$ cat src/link_fec_consts.vh
// constants for the 64b/66b fec sync header link block
`ifndef LINK_FEC_CONSTS_VH
`define LINK_FEC_CONSTS_VH

`define BLOCKS_PER_MB 32
`define BLOCK_PAYLOAD_BITS 64
`define PARITY_BITS 26
// generator x^26+x^21+x^17+x^9+x^4+1, low 26 coefficients
`define FEC_POLY 26'h0220211
`define PARITY_ZERO 26'h0000000
`define PAR_ZERO 26'h0000000

// sync header stream positions
`define SH_EMB_FLAG_POS 22
`define SH_PAR3_POS 23
`define SH_PILOT_POS 31
`define SH_PILOT_TAIL 5'h10

// two-bit headers, bit 0 sent first
`define HDR_ONE 2'h2
`define HDR_ZERO 2'h1

// axi4-lite map
`define ADDR_CTRL 4'h0
`define ADDR_EMPH 4'h4
`define ADDR_STAT 4'h8
`define ADDR_PARITY 4'hC
`define CTRL_EN_BIT 0
`define CTRL_FEC_BIT 1
`define RESP_OKAY 2'h0
`define RESP_DECERR 2'h3
`define EMPH_RESET 4'h0

`endif

$ cat src/sync_header_fec_link_align.v
// fec parity, sync header stream, enable gating and sysref lemc alignment
// Operation
// - parity word per 32-block 2048-bit multiblock
// - parity sent in the following multiblock
// - detection latency at least 58 blocks
// - fixed bit mapping of fec sync stream
// - end flag set in last multiblock
// - generator x26+x21+x17+x9+x4+1, shortened code
// - clear register, payload only, result is parity
// - programmable pre-emphasis level to drivers
// - disabled link held reset, powered down, gated; mb_count_reg keeps its value while disabled
// - sysref resets the local extended multiblock clock
// - one multiblock per extended multiblock
// - header 01 sends one, 10 sends zero
//
// The address map and the AXI4-Lite interface to the registers were left to the implementer.
`timescale 1ns/1ps
`include "link_fec_consts.vh"

module sync_header_fec_link_align #(
	parameter EMPH_W = 4
) (
	input wire CLK,
	input wire RST_N,
	input wire [31:0] S_AXI_AWADDR,
	input wire S_AXI_AWVALID,
	output reg S_AXI_AWREADY,
	input wire [31:0] S_AXI_WDATA,
	input wire [3:0] S_AXI_WSTRB,
	input wire S_AXI_WVALID,
	output reg S_AXI_WREADY,
	output reg [1:0] S_AXI_BRESP,
	output reg S_AXI_BVALID,
	input wire S_AXI_BREADY,
	input wire [31:0] S_AXI_ARADDR,
	input wire S_AXI_ARVALID,
	output reg S_AXI_ARREADY,
	output reg [31:0] S_AXI_RDATA,
	output reg [1:0] S_AXI_RRESP,
	output reg S_AXI_RVALID,
	input wire S_AXI_RREADY,
	input wire SYSREF,
	input wire [63:0] PAYLOAD_DATA,
	input wire PAYLOAD_VALID,
	output reg PAYLOAD_READY,
	output reg [65:0] BLOCK_OUT,
	output reg BLOCK_VALID,
	output reg LEMC_PULSE,
	output reg SERIAL_LINK_ENABLE,
	output reg SERIALIZER_POWER_DOWN,
	output reg LINK_CLK_GATE_EN,
	output reg [EMPH_W-1:0] SERIALIZER_EMPHASIS_LEVEL
);

	reg link_en_reg;
	reg fec_mode_reg;
	reg [EMPH_W-1:0] emph_reg;
	reg [25:0] lfsr_reg;
	reg [25:0] lfsr_next;
	reg [25:0] parity_hold_reg;
	reg [4:0] blk_cnt_reg;
	reg [31:0] mb_count_reg;
	reg sysref_d_reg;
	reg aw_got_reg;
	reg w_got_reg;
	reg aw_hi_reg;
	reg [2:0] rd_state_reg;
	reg [3:0] aw_addr_reg;
	reg [31:0] w_data_reg;
	reg [31:0] sh_stream;
	reg [31:0] rd_word;
	reg sh_bit;
	integer i;
	integer j;

	// read channel states, one-hot
	localparam RD_IDLE = 3'b001;
	localparam RD_RESP = 3'b010;
	localparam RD_SPARE = 3'b100;

	wire link_live = link_en_reg & ~SERIAL_LINK_ENABLE ? 1'b0 : link_en_reg;
	// only the first four words exist; anything above is refused
	wire rd_hit = (S_AXI_ARADDR[31:4] == 28'h0000000) &
		(S_AXI_ARADDR[3:0] <= `ADDR_PARITY);
	wire sysref_rise = SYSREF & ~sysref_d_reg;
	wire take_blk = link_live & PAYLOAD_VALID & PAYLOAD_READY;
	wire wr_fire = aw_got_reg & w_got_reg & ~S_AXI_BVALID;
	wire [31:0] mb_last = `BLOCKS_PER_MB - 1;
	wire [4:0] last_blk = mb_last[4:0];

	// serial division by the generator, first sent bit first
	always @* begin
		lfsr_next = (blk_cnt_reg == 5'h00) ? `PARITY_ZERO : lfsr_reg;
		for (i = 0; i < `BLOCK_PAYLOAD_BITS; i = i + 1) begin
			if (lfsr_next[`PARITY_BITS-1] ^ PAYLOAD_DATA[i]) begin
				lfsr_next = {lfsr_next[24:0], 1'b0} ^ `FEC_POLY;
			end else begin
				lfsr_next = {lfsr_next[24:0], 1'b0};
			end
		end
	end

	// stream carries the previous multiblock's parity
	always @* begin
		sh_stream = 32'h00000000;
		for (j = 0; j < 22; j = j + 1) begin
			sh_stream[j] = parity_hold_reg[25-j];
		end
		sh_stream[`SH_EMB_FLAG_POS] = 1'b1;
		sh_stream[`SH_PAR3_POS] = parity_hold_reg[3];
		for (j = 0; j < 3; j = j + 1) begin
			sh_stream[24+j] = parity_hold_reg[2-j];
		end
		sh_stream[`SH_PILOT_POS] = 1'b1;
		// crc mode out of scope: non-fec shows pilot and end flag only
		if (!fec_mode_reg) begin
			sh_stream[26:0] = 27'h0000000;
			sh_stream[`SH_EMB_FLAG_POS] = 1'b1;
		end
		sh_bit = sh_stream[blk_cnt_reg];
	end

	always @* begin
		rd_word = 32'h00000000;
		case (S_AXI_ARADDR[3:0])
		`ADDR_CTRL: rd_word = {30'h00000000, fec_mode_reg, link_en_reg};
		`ADDR_EMPH: rd_word = {{(32-EMPH_W){1'b0}}, emph_reg};
		`ADDR_STAT: rd_word = {mb_count_reg[26:0], blk_cnt_reg};
		`ADDR_PARITY: rd_word = {6'h00, parity_hold_reg};
		default: rd_word = 32'h00000000;
		endcase
	end

	// axi4-lite slave, one write and one read at a time
	always @(posedge CLK or negedge RST_N) begin
		if (!RST_N) begin
			S_AXI_AWREADY <= 1'b0;
			S_AXI_WREADY <= 1'b0;
			S_AXI_BVALID <= 1'b0;
			S_AXI_BRESP <= `RESP_OKAY;
			aw_got_reg <= 1'b0;
			w_got_reg <= 1'b0;
			aw_hi_reg <= 1'b0;
			aw_addr_reg <= 4'h0;
			w_data_reg <= 32'h00000000;
			link_en_reg <= 1'b0;
			fec_mode_reg <= 1'b1;
			emph_reg <= {EMPH_W{1'b0}};
		end else begin
			S_AXI_AWREADY <= ~aw_got_reg & ~S_AXI_AWREADY & S_AXI_AWVALID;
			S_AXI_WREADY <= ~w_got_reg & ~S_AXI_WREADY & S_AXI_WVALID;
			if (S_AXI_AWVALID & S_AXI_AWREADY) begin
				aw_got_reg <= 1'b1;
				aw_addr_reg <= S_AXI_AWADDR[3:0];
				// upper bits kept so aliases of the map are refused
				aw_hi_reg <= (S_AXI_AWADDR[31:4] == 28'h0000000);
			end
			if (S_AXI_WVALID & S_AXI_WREADY) begin
				w_got_reg <= 1'b1;
				w_data_reg <= S_AXI_WDATA;
			end
			if (wr_fire) begin
				aw_got_reg <= 1'b0;
				w_got_reg <= 1'b0;
				S_AXI_BVALID <= 1'b1;
				S_AXI_BRESP <= `RESP_OKAY;
				case (aw_hi_reg ? aw_addr_reg : 4'hF)
				`ADDR_CTRL: begin
					if (S_AXI_WSTRB[0]) begin
						link_en_reg <= w_data_reg[`CTRL_EN_BIT];
						// mode only changes while disabled
						if (!link_en_reg) begin
							fec_mode_reg <= w_data_reg[`CTRL_FEC_BIT];
						end
					end
				end
				`ADDR_EMPH: begin
					if (S_AXI_WSTRB[0] & ~link_en_reg) begin
						emph_reg <= w_data_reg[EMPH_W-1:0];
					end
				end
				`ADDR_STAT, `ADDR_PARITY: S_AXI_BRESP <= `RESP_OKAY;
				default: S_AXI_BRESP <= `RESP_DECERR;
				endcase
			end else if (S_AXI_BVALID & S_AXI_BREADY) begin
				S_AXI_BVALID <= 1'b0;
			end
		end
	end

	// read channel: address and data answered together
	always @(posedge CLK or negedge RST_N) begin
		if (!RST_N) begin
			rd_state_reg <= RD_IDLE;
			S_AXI_ARREADY <= 1'b0;
			S_AXI_RVALID <= 1'b0;
			S_AXI_RRESP <= `RESP_OKAY;
			S_AXI_RDATA <= 32'h00000000;
		end else begin
			S_AXI_ARREADY <= 1'b0;
			case (rd_state_reg)
			RD_IDLE: begin
				if (S_AXI_ARVALID) begin
					rd_state_reg <= RD_RESP;
					S_AXI_ARREADY <= 1'b1;
					S_AXI_RVALID <= 1'b1;
					S_AXI_RDATA <= rd_hit ? rd_word : 32'h00000000;
					S_AXI_RRESP <= rd_hit ? `RESP_OKAY : `RESP_DECERR;
				end
			end
			RD_RESP: begin
				if (S_AXI_RREADY) begin
					rd_state_reg <= RD_IDLE;
					S_AXI_RVALID <= 1'b0;
				end
			end
			default: begin
				rd_state_reg <= RD_IDLE;
				S_AXI_RVALID <= 1'b0;
			end
			endcase
		end
	end

	// link datapath: lfsr, parity hold and block count held in reset while disabled, mb_count_reg kept
	always @(posedge CLK or negedge RST_N) begin
		if (!RST_N) begin
			lfsr_reg <= `PARITY_ZERO;
			parity_hold_reg <= `PAR_ZERO;
			blk_cnt_reg <= 5'h00;
			mb_count_reg <= 32'h00000000;
			sysref_d_reg <= 1'b0;
			BLOCK_OUT <= 66'h0;
			BLOCK_VALID <= 1'b0;
			LEMC_PULSE <= 1'b0;
			PAYLOAD_READY <= 1'b0;
			SERIAL_LINK_ENABLE <= 1'b0;
			SERIALIZER_POWER_DOWN <= 1'b1;
			LINK_CLK_GATE_EN <= 1'b0;
			SERIALIZER_EMPHASIS_LEVEL <= {EMPH_W{1'b0}};
		end else begin
			sysref_d_reg <= SYSREF;
			SERIAL_LINK_ENABLE <= link_en_reg;
			SERIALIZER_POWER_DOWN <= ~link_en_reg;
			LINK_CLK_GATE_EN <= link_en_reg;
			SERIALIZER_EMPHASIS_LEVEL <= emph_reg;
			PAYLOAD_READY <= link_en_reg;
			LEMC_PULSE <= 1'b0;
			BLOCK_VALID <= take_blk;
			if (!link_en_reg) begin
				lfsr_reg <= `PARITY_ZERO;
				parity_hold_reg <= `PAR_ZERO;
				blk_cnt_reg <= 5'h00;
				BLOCK_VALID <= 1'b0;
			end else if (sysref_rise) begin
				// sysref restarts lemc; partial multiblock dropped
				blk_cnt_reg <= 5'h00;
				lfsr_reg <= `PARITY_ZERO;
				LEMC_PULSE <= 1'b1;
				BLOCK_VALID <= 1'b0;
			end else if (take_blk) begin
				BLOCK_OUT <= {PAYLOAD_DATA,
					sh_bit ? `HDR_ONE : `HDR_ZERO};
				lfsr_reg <= lfsr_next;
				blk_cnt_reg <= blk_cnt_reg + 5'h01;
				if (blk_cnt_reg == last_blk) begin
					parity_hold_reg <= lfsr_next;
					mb_count_reg <= mb_count_reg + 32'h00000001;
					LEMC_PULSE <= 1'b1;
				end
			end
		end
	end

endmodule // sync_header_fec_link_align

$ cat config.mk
export PLATFORM = sky130hd
export DESIGN_NAME = sync_header_fec_link_align
export DESIGN_NICKNAME = d
export VERILOG_FILES = /design/src/sync_header_fec_link_align.v
export VERILOG_INCLUDE_DIRS = /design/src
export SDC_FILE = /design/constraint.sdc
export NUM_CORES = 1
export LEC_CHECK = 0
export BUFFER_PORTS_ARGS = -buffer_cell sky130_fd_sc_hd__buf_4
export CAP_MARGIN = 40
export CELL_PAD_IN_SITES_DETAIL_PLACEMENT = 0
export CELL_PAD_IN_SITES_GLOBAL_PLACEMENT = 1
export CORE_MARGIN = 2
export CORE_UTILIZATION = 42
export CTS_CLUSTER_DIAMETER = 200
export DETAILED_ROUTE_END_ITERATION = 7
export MAX_ROUTING_LAYER = met4
export PLACE_DENSITY_LB_ADDON = 0.25
export RECOVER_POWER = 100
export SYNTH_ARGS = -nofsm -noshare
export SYNTH_HDL_FRONTEND = slang
export SYNTH_SLANG_ARGS = --single-unit
$ cat constraint.sdc
create_clock -name CLK -period 5.5 [get_ports CLK]
set_input_delay 1.375 -clock CLK [delete_from_list [all_inputs] [get_ports CLK]]
set_output_delay 1.375 -clock CLK [all_outputs]
set_load 0.05 [all_outputs]
# Word-level counts from Yosys, hierarchy flattened
# Cells that the tools add are included.
[word_totals]
ff_bits = 225
output_inout_bits = 117
in_bits = 173
elab_cells = 321
[op_classes]
bitwise = 152
n_eq_ne = 15
n_addsub = 2
n_lt_le_gt_ge = 2
mux = 105
reduce_logical = 17
[op_table]
columns = ["operator", "count"]
rows = [
  ["2-to-1 mux 22 bit", 64],
  ["NOT 5 bit", 64],
  ["2-to-1 mux 26 bit", 8],
  ["case mux 32 bit (4 select lines)", 1],
  ["XOR 1 bit", 64],
  ["zero test 28 bit", 2],
  ["adder 32 x 1 -> 32 bit (second input constant)", 1],
  ["2-to-1 mux 32 bit", 1],
  ["2-to-1 mux 27 bit", 1],
  ["2-to-1 mux 1 bit", 18],
  ["== test 4 bit (second input constant)", 4],
  ["bitwise AND 1 bit", 15],
  ["2-to-1 mux 5 bit", 3],
  ["AND reduction 3 bit", 4],
  ["NOT 1 bit", 9],
  ["== test 4 x 3 -> 1 bit (second input constant)", 2],
  ["zero test 4 bit", 2],
  ["AND reduction 4 bit", 2],
  ["< comparator 5 x 6 -> 1 bit (second input constant)", 1],
  ["2-to-1 mux 2 bit", 3],
  ["2-to-1 mux 3 bit", 2],
  ["inequality test 2 bit (second input constant)", 3],
  ["case mux 3 bit (2 select lines)", 1],
  ["nonzero test 2 bit", 3],
  ["13 further kinds", 15],
]

# Longest topological paths before layout
[depth]
ltp_word = 134
depth_mapped = 19

# Least setup slack after synthesis
# No wires, ideal clock.
[synth_timing]
kind = "flip-flop to flip-flop"
start = "register blk_cnt_reg[0]"
end = "register lfsr_reg[24]"
arrival_ns = 4.824
path_stages_with_launch = 17
slack_ns = 0.538
period_less_slack_ns = 4.962
required_time_ns = 5.363
path_cell_list = "dfrtp_1 -> clkbuf_1 -> inv_1 -> ha_1 -> or4b_1 -> buf_4 -> nand2_1 -> xor2_1 -> xnor3_1 -> xnor3_1 -> xnor3_1 -> xnor3_4 -> xnor2_4 -> xnor3_2 -> xnor2_2 -> xnor2_1 -> a21oi_1"
[synth_between]
elab_chain_cells = 70
word_cells_on_any_way = 172
classes_between = "mux (65); bitwise (106); reduce/logical (1)"
[synth_lines]
columns = ["item", "line", "text"]
rows = [
  ["from (decl)", "sync_header_fec_link_align.v:61", "reg [4:0] blk_cnt_reg;"],
  ["from (signal assigned)", "sync_header_fec_link_align.v:265", "blk_cnt_reg <= blk_cnt_reg + 5'h01;"],
  ["zero test 5 bit (*)", "sync_header_fec_link_align.v:93", "lfsr_next = (blk_cnt_reg == 5'h00) ? `PARITY_ZERO : lfsr_reg;"],
  ["2-to-1 mux 26 bit (*)", "sync_header_fec_link_align.v:93", ""],
  ["XOR 1 bit, or another cell as far along", "sync_header_fec_link_align.v:95", "if (lfsr_next[`PARITY_BITS-1] ^ PAYLOAD_DATA[i]) begin"],
  ["2-to-1 mux 22 bit (3 in series)", "sync_header_fec_link_align.v:95", ""],
  ["2-to-1 mux 22 bit or NOT 5 bit (tied branches) (3 in series)", "n/a", ""],
  ["2-to-1 mux 22 bit (2 in series)", "sync_header_fec_link_align.v:95", ""],
  ["NOT 5 bit (no line) or 2-to-1 mux 22 bit (tied branches)", "n/a", ""],
  ["2-to-1 mux 22 bit", "sync_header_fec_link_align.v:95", ""],
  ["(+39 left out)", "n/a", ""],
  ["2-to-1 mux 22 bit (8 in series)", "sync_header_fec_link_align.v:95", ""],
  ["NOT 5 bit (no line)", "n/a", ""],
  ["2-to-1 mux 22 bit (4 in series)", "sync_header_fec_link_align.v:95", ""],
  ["NOT 5 bit (no line)", "n/a", ""],
  ["2-to-1 mux 22 bit (*)", "sync_header_fec_link_align.v:95", ""],
  ["2-to-1 mux 26 bit (*)", "sync_header_fec_link_align.v:261", "end else if (take_blk) begin"],
  ["2-to-1 mux 26 bit (*)", "sync_header_fec_link_align.v:255", "end else if (sysref_rise) begin"],
  ["2-to-1 mux 26 bit (*)", "sync_header_fec_link_align.v:250", "if (!link_en_reg) begin"],
  ["to (signal assigned)", "sync_header_fec_link_align.v:251", "lfsr_reg <= `PARITY_ZERO;"],
  ["to (signal assigned)", "sync_header_fec_link_align.v:258", "lfsr_reg <= `PARITY_ZERO;"],
  ["to (signal assigned)", "sync_header_fec_link_align.v:264", "lfsr_reg <= lfsr_next;"],
  ["to (decl)", "sync_header_fec_link_align.v:58", "reg [25:0] lfsr_reg;"],
]
# Mark *: on every way between the ends. The rest lies on a longest branch, timed or not. The select of a mux whose other input is x is not followed.
# A chain may end at the register's enable or synchronous reset.

# Final worst setup path
[layout_timing]
start = "register blk_cnt_reg[1]"
end = "register lfsr_reg[19]"
[layout_between]
elab_chain_cells = 73
word_cells_on_any_way = 173
classes_between = "mux (68); bitwise (104); reduce/logical (1)"
[layout_lines]
columns = ["item", "line"]
rows = [
  ["zero test 5 bit (*)", "sync_header_fec_link_align.v:93"],
  ["2-to-1 mux 26 bit (*)", "sync_header_fec_link_align.v:93"],
  ["XOR 1 bit, or another cell as far along", "sync_header_fec_link_align.v:95"],
  ["2-to-1 mux 22 bit or NOT 5 bit (tied branches)", "n/a"],
  ["2-to-1 mux 22 bit (3 in series)", "sync_header_fec_link_align.v:95"],
  ["2-to-1 mux 22 bit or NOT 5 bit (tied branches)", "n/a"],
  ["NOT 5 bit (no line) or 2-to-1 mux 22 bit (tied branches)", "n/a"],
  ["2-to-1 mux 22 bit (3 in series)", "sync_header_fec_link_align.v:95"],
  ["(+46 left out)", "n/a"],
  ["2-to-1 mux 22 bit (3 in series)", "sync_header_fec_link_align.v:95"],
  ["2-to-1 mux 22 bit (*)", "sync_header_fec_link_align.v:95"],
  ["2-to-1 mux 22 bit (4 in series)", "sync_header_fec_link_align.v:95"],
  ["NOT 5 bit (no line)", "n/a"],
  ["2-to-1 mux 22 bit (*) (3 in series)", "sync_header_fec_link_align.v:95"],
  ["2-to-1 mux 26 bit (*)", "sync_header_fec_link_align.v:261"],
  ["2-to-1 mux 26 bit (*)", "sync_header_fec_link_align.v:255"],
  ["2-to-1 mux 26 bit (*)", "sync_header_fec_link_align.v:250"],
]
# Marks and branches as above.

==> results.cfg <==
[status]
status = finished, violations left
failed_checks = max-capacitance violations, max-slew violations

[hold_path]
hold_class = reg -> reg
min-delay-start = emph_reg[2]$_DFFE_PN0P_

[setup_path]
crit_top_cell = xnor3_1
crit_start = blk_cnt_reg[1]$_DFFE_PN0P_
crit_path_max_fanout = 28
cp_cell_sequence = inv_1 -> ha_1 -> or4b_1 -> buf_12 -> nand2_1 -> xor2_2 -> xnor3_1 -> xnor2_1 -> xnor3_1 -> xnor3_1 -> xnor3_1 -> xnor3_1 -> xor2_1 -> nor2_1 -> o21a_1
start_kind = register
worstPathArrival_ns = 5.62
cp_slowest_cell = xnor3_1
endpoint_kind = register
required_ns = 5.91
max_stage_delay_ns = 0.54
rr_startpoint = blk_cnt_reg[1]$_DFFE_PN0P_
criticalPathCategory = reg -> reg
regToRegSetupSlack_ns = 0.29

[die]
io_pins = 290
die_h_um = 173
initial_utilization = 0.429
die_area_sq_um = 29900
coreArea_sq_um = 27900
std_cell_rows = 61
die_x_um = 173

[cells_and_area]
fillers = 2732
drive_above_1_share = 0.172
largest_register_ffs = 66
final_area_sq_um = 14700
antenna_cells = 0
nets = 1594
area_growth_pct = 23.0
layout_commonest_cell = nand2_1
layout_common_cells = nand2_1 (299), dfrtp_1 (213), buf_4 (153)
fin_util = 0.528

[synthesis]
synth_area_leaders = dfrtp_1 (44%), nand2_1 (9.3%), xnor2_1 (8.0%)
yosysSeqAreaShare = 0.451
yosys.area.top_type = dfrtp_1
synth-edff-count = 0
synth_cell_types = 58
synth-main-ff-cell = dfrtp_1
syn_nets = 1326
synthArstFlopShare = 1.00
post_synth.cell_area_avg_sq_um = 10.4
synth-seq-cells = 216
synth_top_area_frac = 0.445
ys_warn_count = 0
netlist_area_sq_um = 12000
synth_cells = 1149

[route]
avgViaCountPerCell = 4.99
drtPass1Iterations = 5
routedWlPerCell_um = 17.8
drt_iter0_drc = 573
drcViolationCount = 0
drt-total-wl_um = 32300
ant_nets = 0
vias = 9037

[global_route]
antenna_found_initial = 0
grt_pass1_wl_um = 51700
grt_pass1_vias = 9195
grtUsageTotal = 0.224
grt_max_degree = 136
grt_overflow = 0

[timing]
setup_viol = 0
min_period_ns = 5.21
fin_worst_skew_ns = 0.0198
max_clock_freq_mhz = 192
maxSlewViolCount = 181
hold_viol = 0
period_share = 0.947
worstMarginPinSlew_ns = 3.42
rsz0062_at_grt = false
slew_headroom = -1.28
setup_tns_ns = 0
finalWorstSetupSlack_ns = 0.291

[run]
maxCapViolations = 2

[clock_network]
cts_tree = built
path_clk_slew_ns = 0.06
clockBufferDepth = 3
ctsHoldBuffers = 0
post_cts_resized = 0
worstSkewPairLatency_ns = 0.54
cts_sinks = 216
cts_buffers = 24
cts-root-buf = clkbuf_16
cts_setup_buffers = 0
htreeDepth = 1

[place]
place_ws_ns = 0.322
postPlaceCellArea_sq_um = 14500
portBuffers = 258
gp_congestion = 0.894
hpwl_um = 24400
per-layer routing:
layer,wire (um),track usage,up-vias,part of all wire
li1,-,-,4378,-
met1,14600,0.311,4384,0.45
met2,15300,0.355,244,0.47
met3,1940,0.0319,31,0.060
met4,448,0.0378,0,0.014
met5,0,-,-,0
cell usage after synthesis, types with 14 or more instances:
cell	number
o21ai_0	52
xnor2_1	110
xor2_1	64
and3_1	14
a21oi_1	17
nor2_1	43
nor4_1	14
mux2_2	16
nand2_1	298
dfrtp_1	213
nand3_1	43
a22oi_1	24
xnor3_1	40
clkbuf_1	42
path summary, 6_finish.rpt:
| path | to | cells past startpoint |
|---|---|---|
| setup / recovery | lfsr_reg[19]$_DFFE_PN0P_ | 15 |
| hold / removal | SERIALIZER_EMPHASIS_LEVEL[2]$_DFF_PN0_ | 0 |
| setup reg to reg | lfsr_reg[19]$_DFFE_PN0P_ | 15 |
| hold reg to reg | SERIALIZER_EMPHASIS_LEVEL[2]$_DFF_PN0_ | 0 |
| max in group asynchronous | BLOCK_OUT[63]$_DFFE_PN0P_ | 1 |
| min in group asynchronous | BLOCK_OUT[12]$_DFFE_PN0P_ | 1 |
worst max-delay path: cells and delay by family (launching register included):
kind | cells | cell delay [ns]
buffers and inverters | 2 | 0.28
flip-flops | 1 | 0.37
XOR/XNOR | 8 | 3.39
AND/OR/NAND/NOR | 3 | 0.69
adder cells (fa/ha/maj) | 1 | 0.16
AO/OA/AOI/OAI | 1 | 0.17
stage by stage:
stage,instances,hold WS [ns]
final,1810,0.396
after global routing,1810,0.422
after CTS,1810,0.406
after detailed placement,1769,0.392
after global placement,1767,0.386
after floorplan,1149,0.364
cells by family (layout without fill, tap and decap cells):
kind of cell | after synthesis | count (layout) | share of synthesized area
fa+ha+maj | 4 | 4 | 0.00418
mux | 25 | 25 | 0.0309
flops | 216 | 216 | 0.451
xor+xnor | 244 | 244 | 0.255
buf+inv | 65 | 348 | 0.0236
simple gates | 458 | 458 | 0.164
compound gates | 137 | 137 | 0.0706
final cells by class:
type,instances,area (sq um),share of cell area
multi-input combinational,868,6270,0.425
sequential,216,5410,0.367
timing repair buffer,298,1800,0.122
clock buffer,37,699,0.0475
tap,378,473,0.0321
clock inverter,4,56.3,0.00382
inverter,9,33.8,0.00229
Power is left out: the tool's default activity adds up to more than one toggle a clock period on the data nets, which glitch-free logic cannot reach.
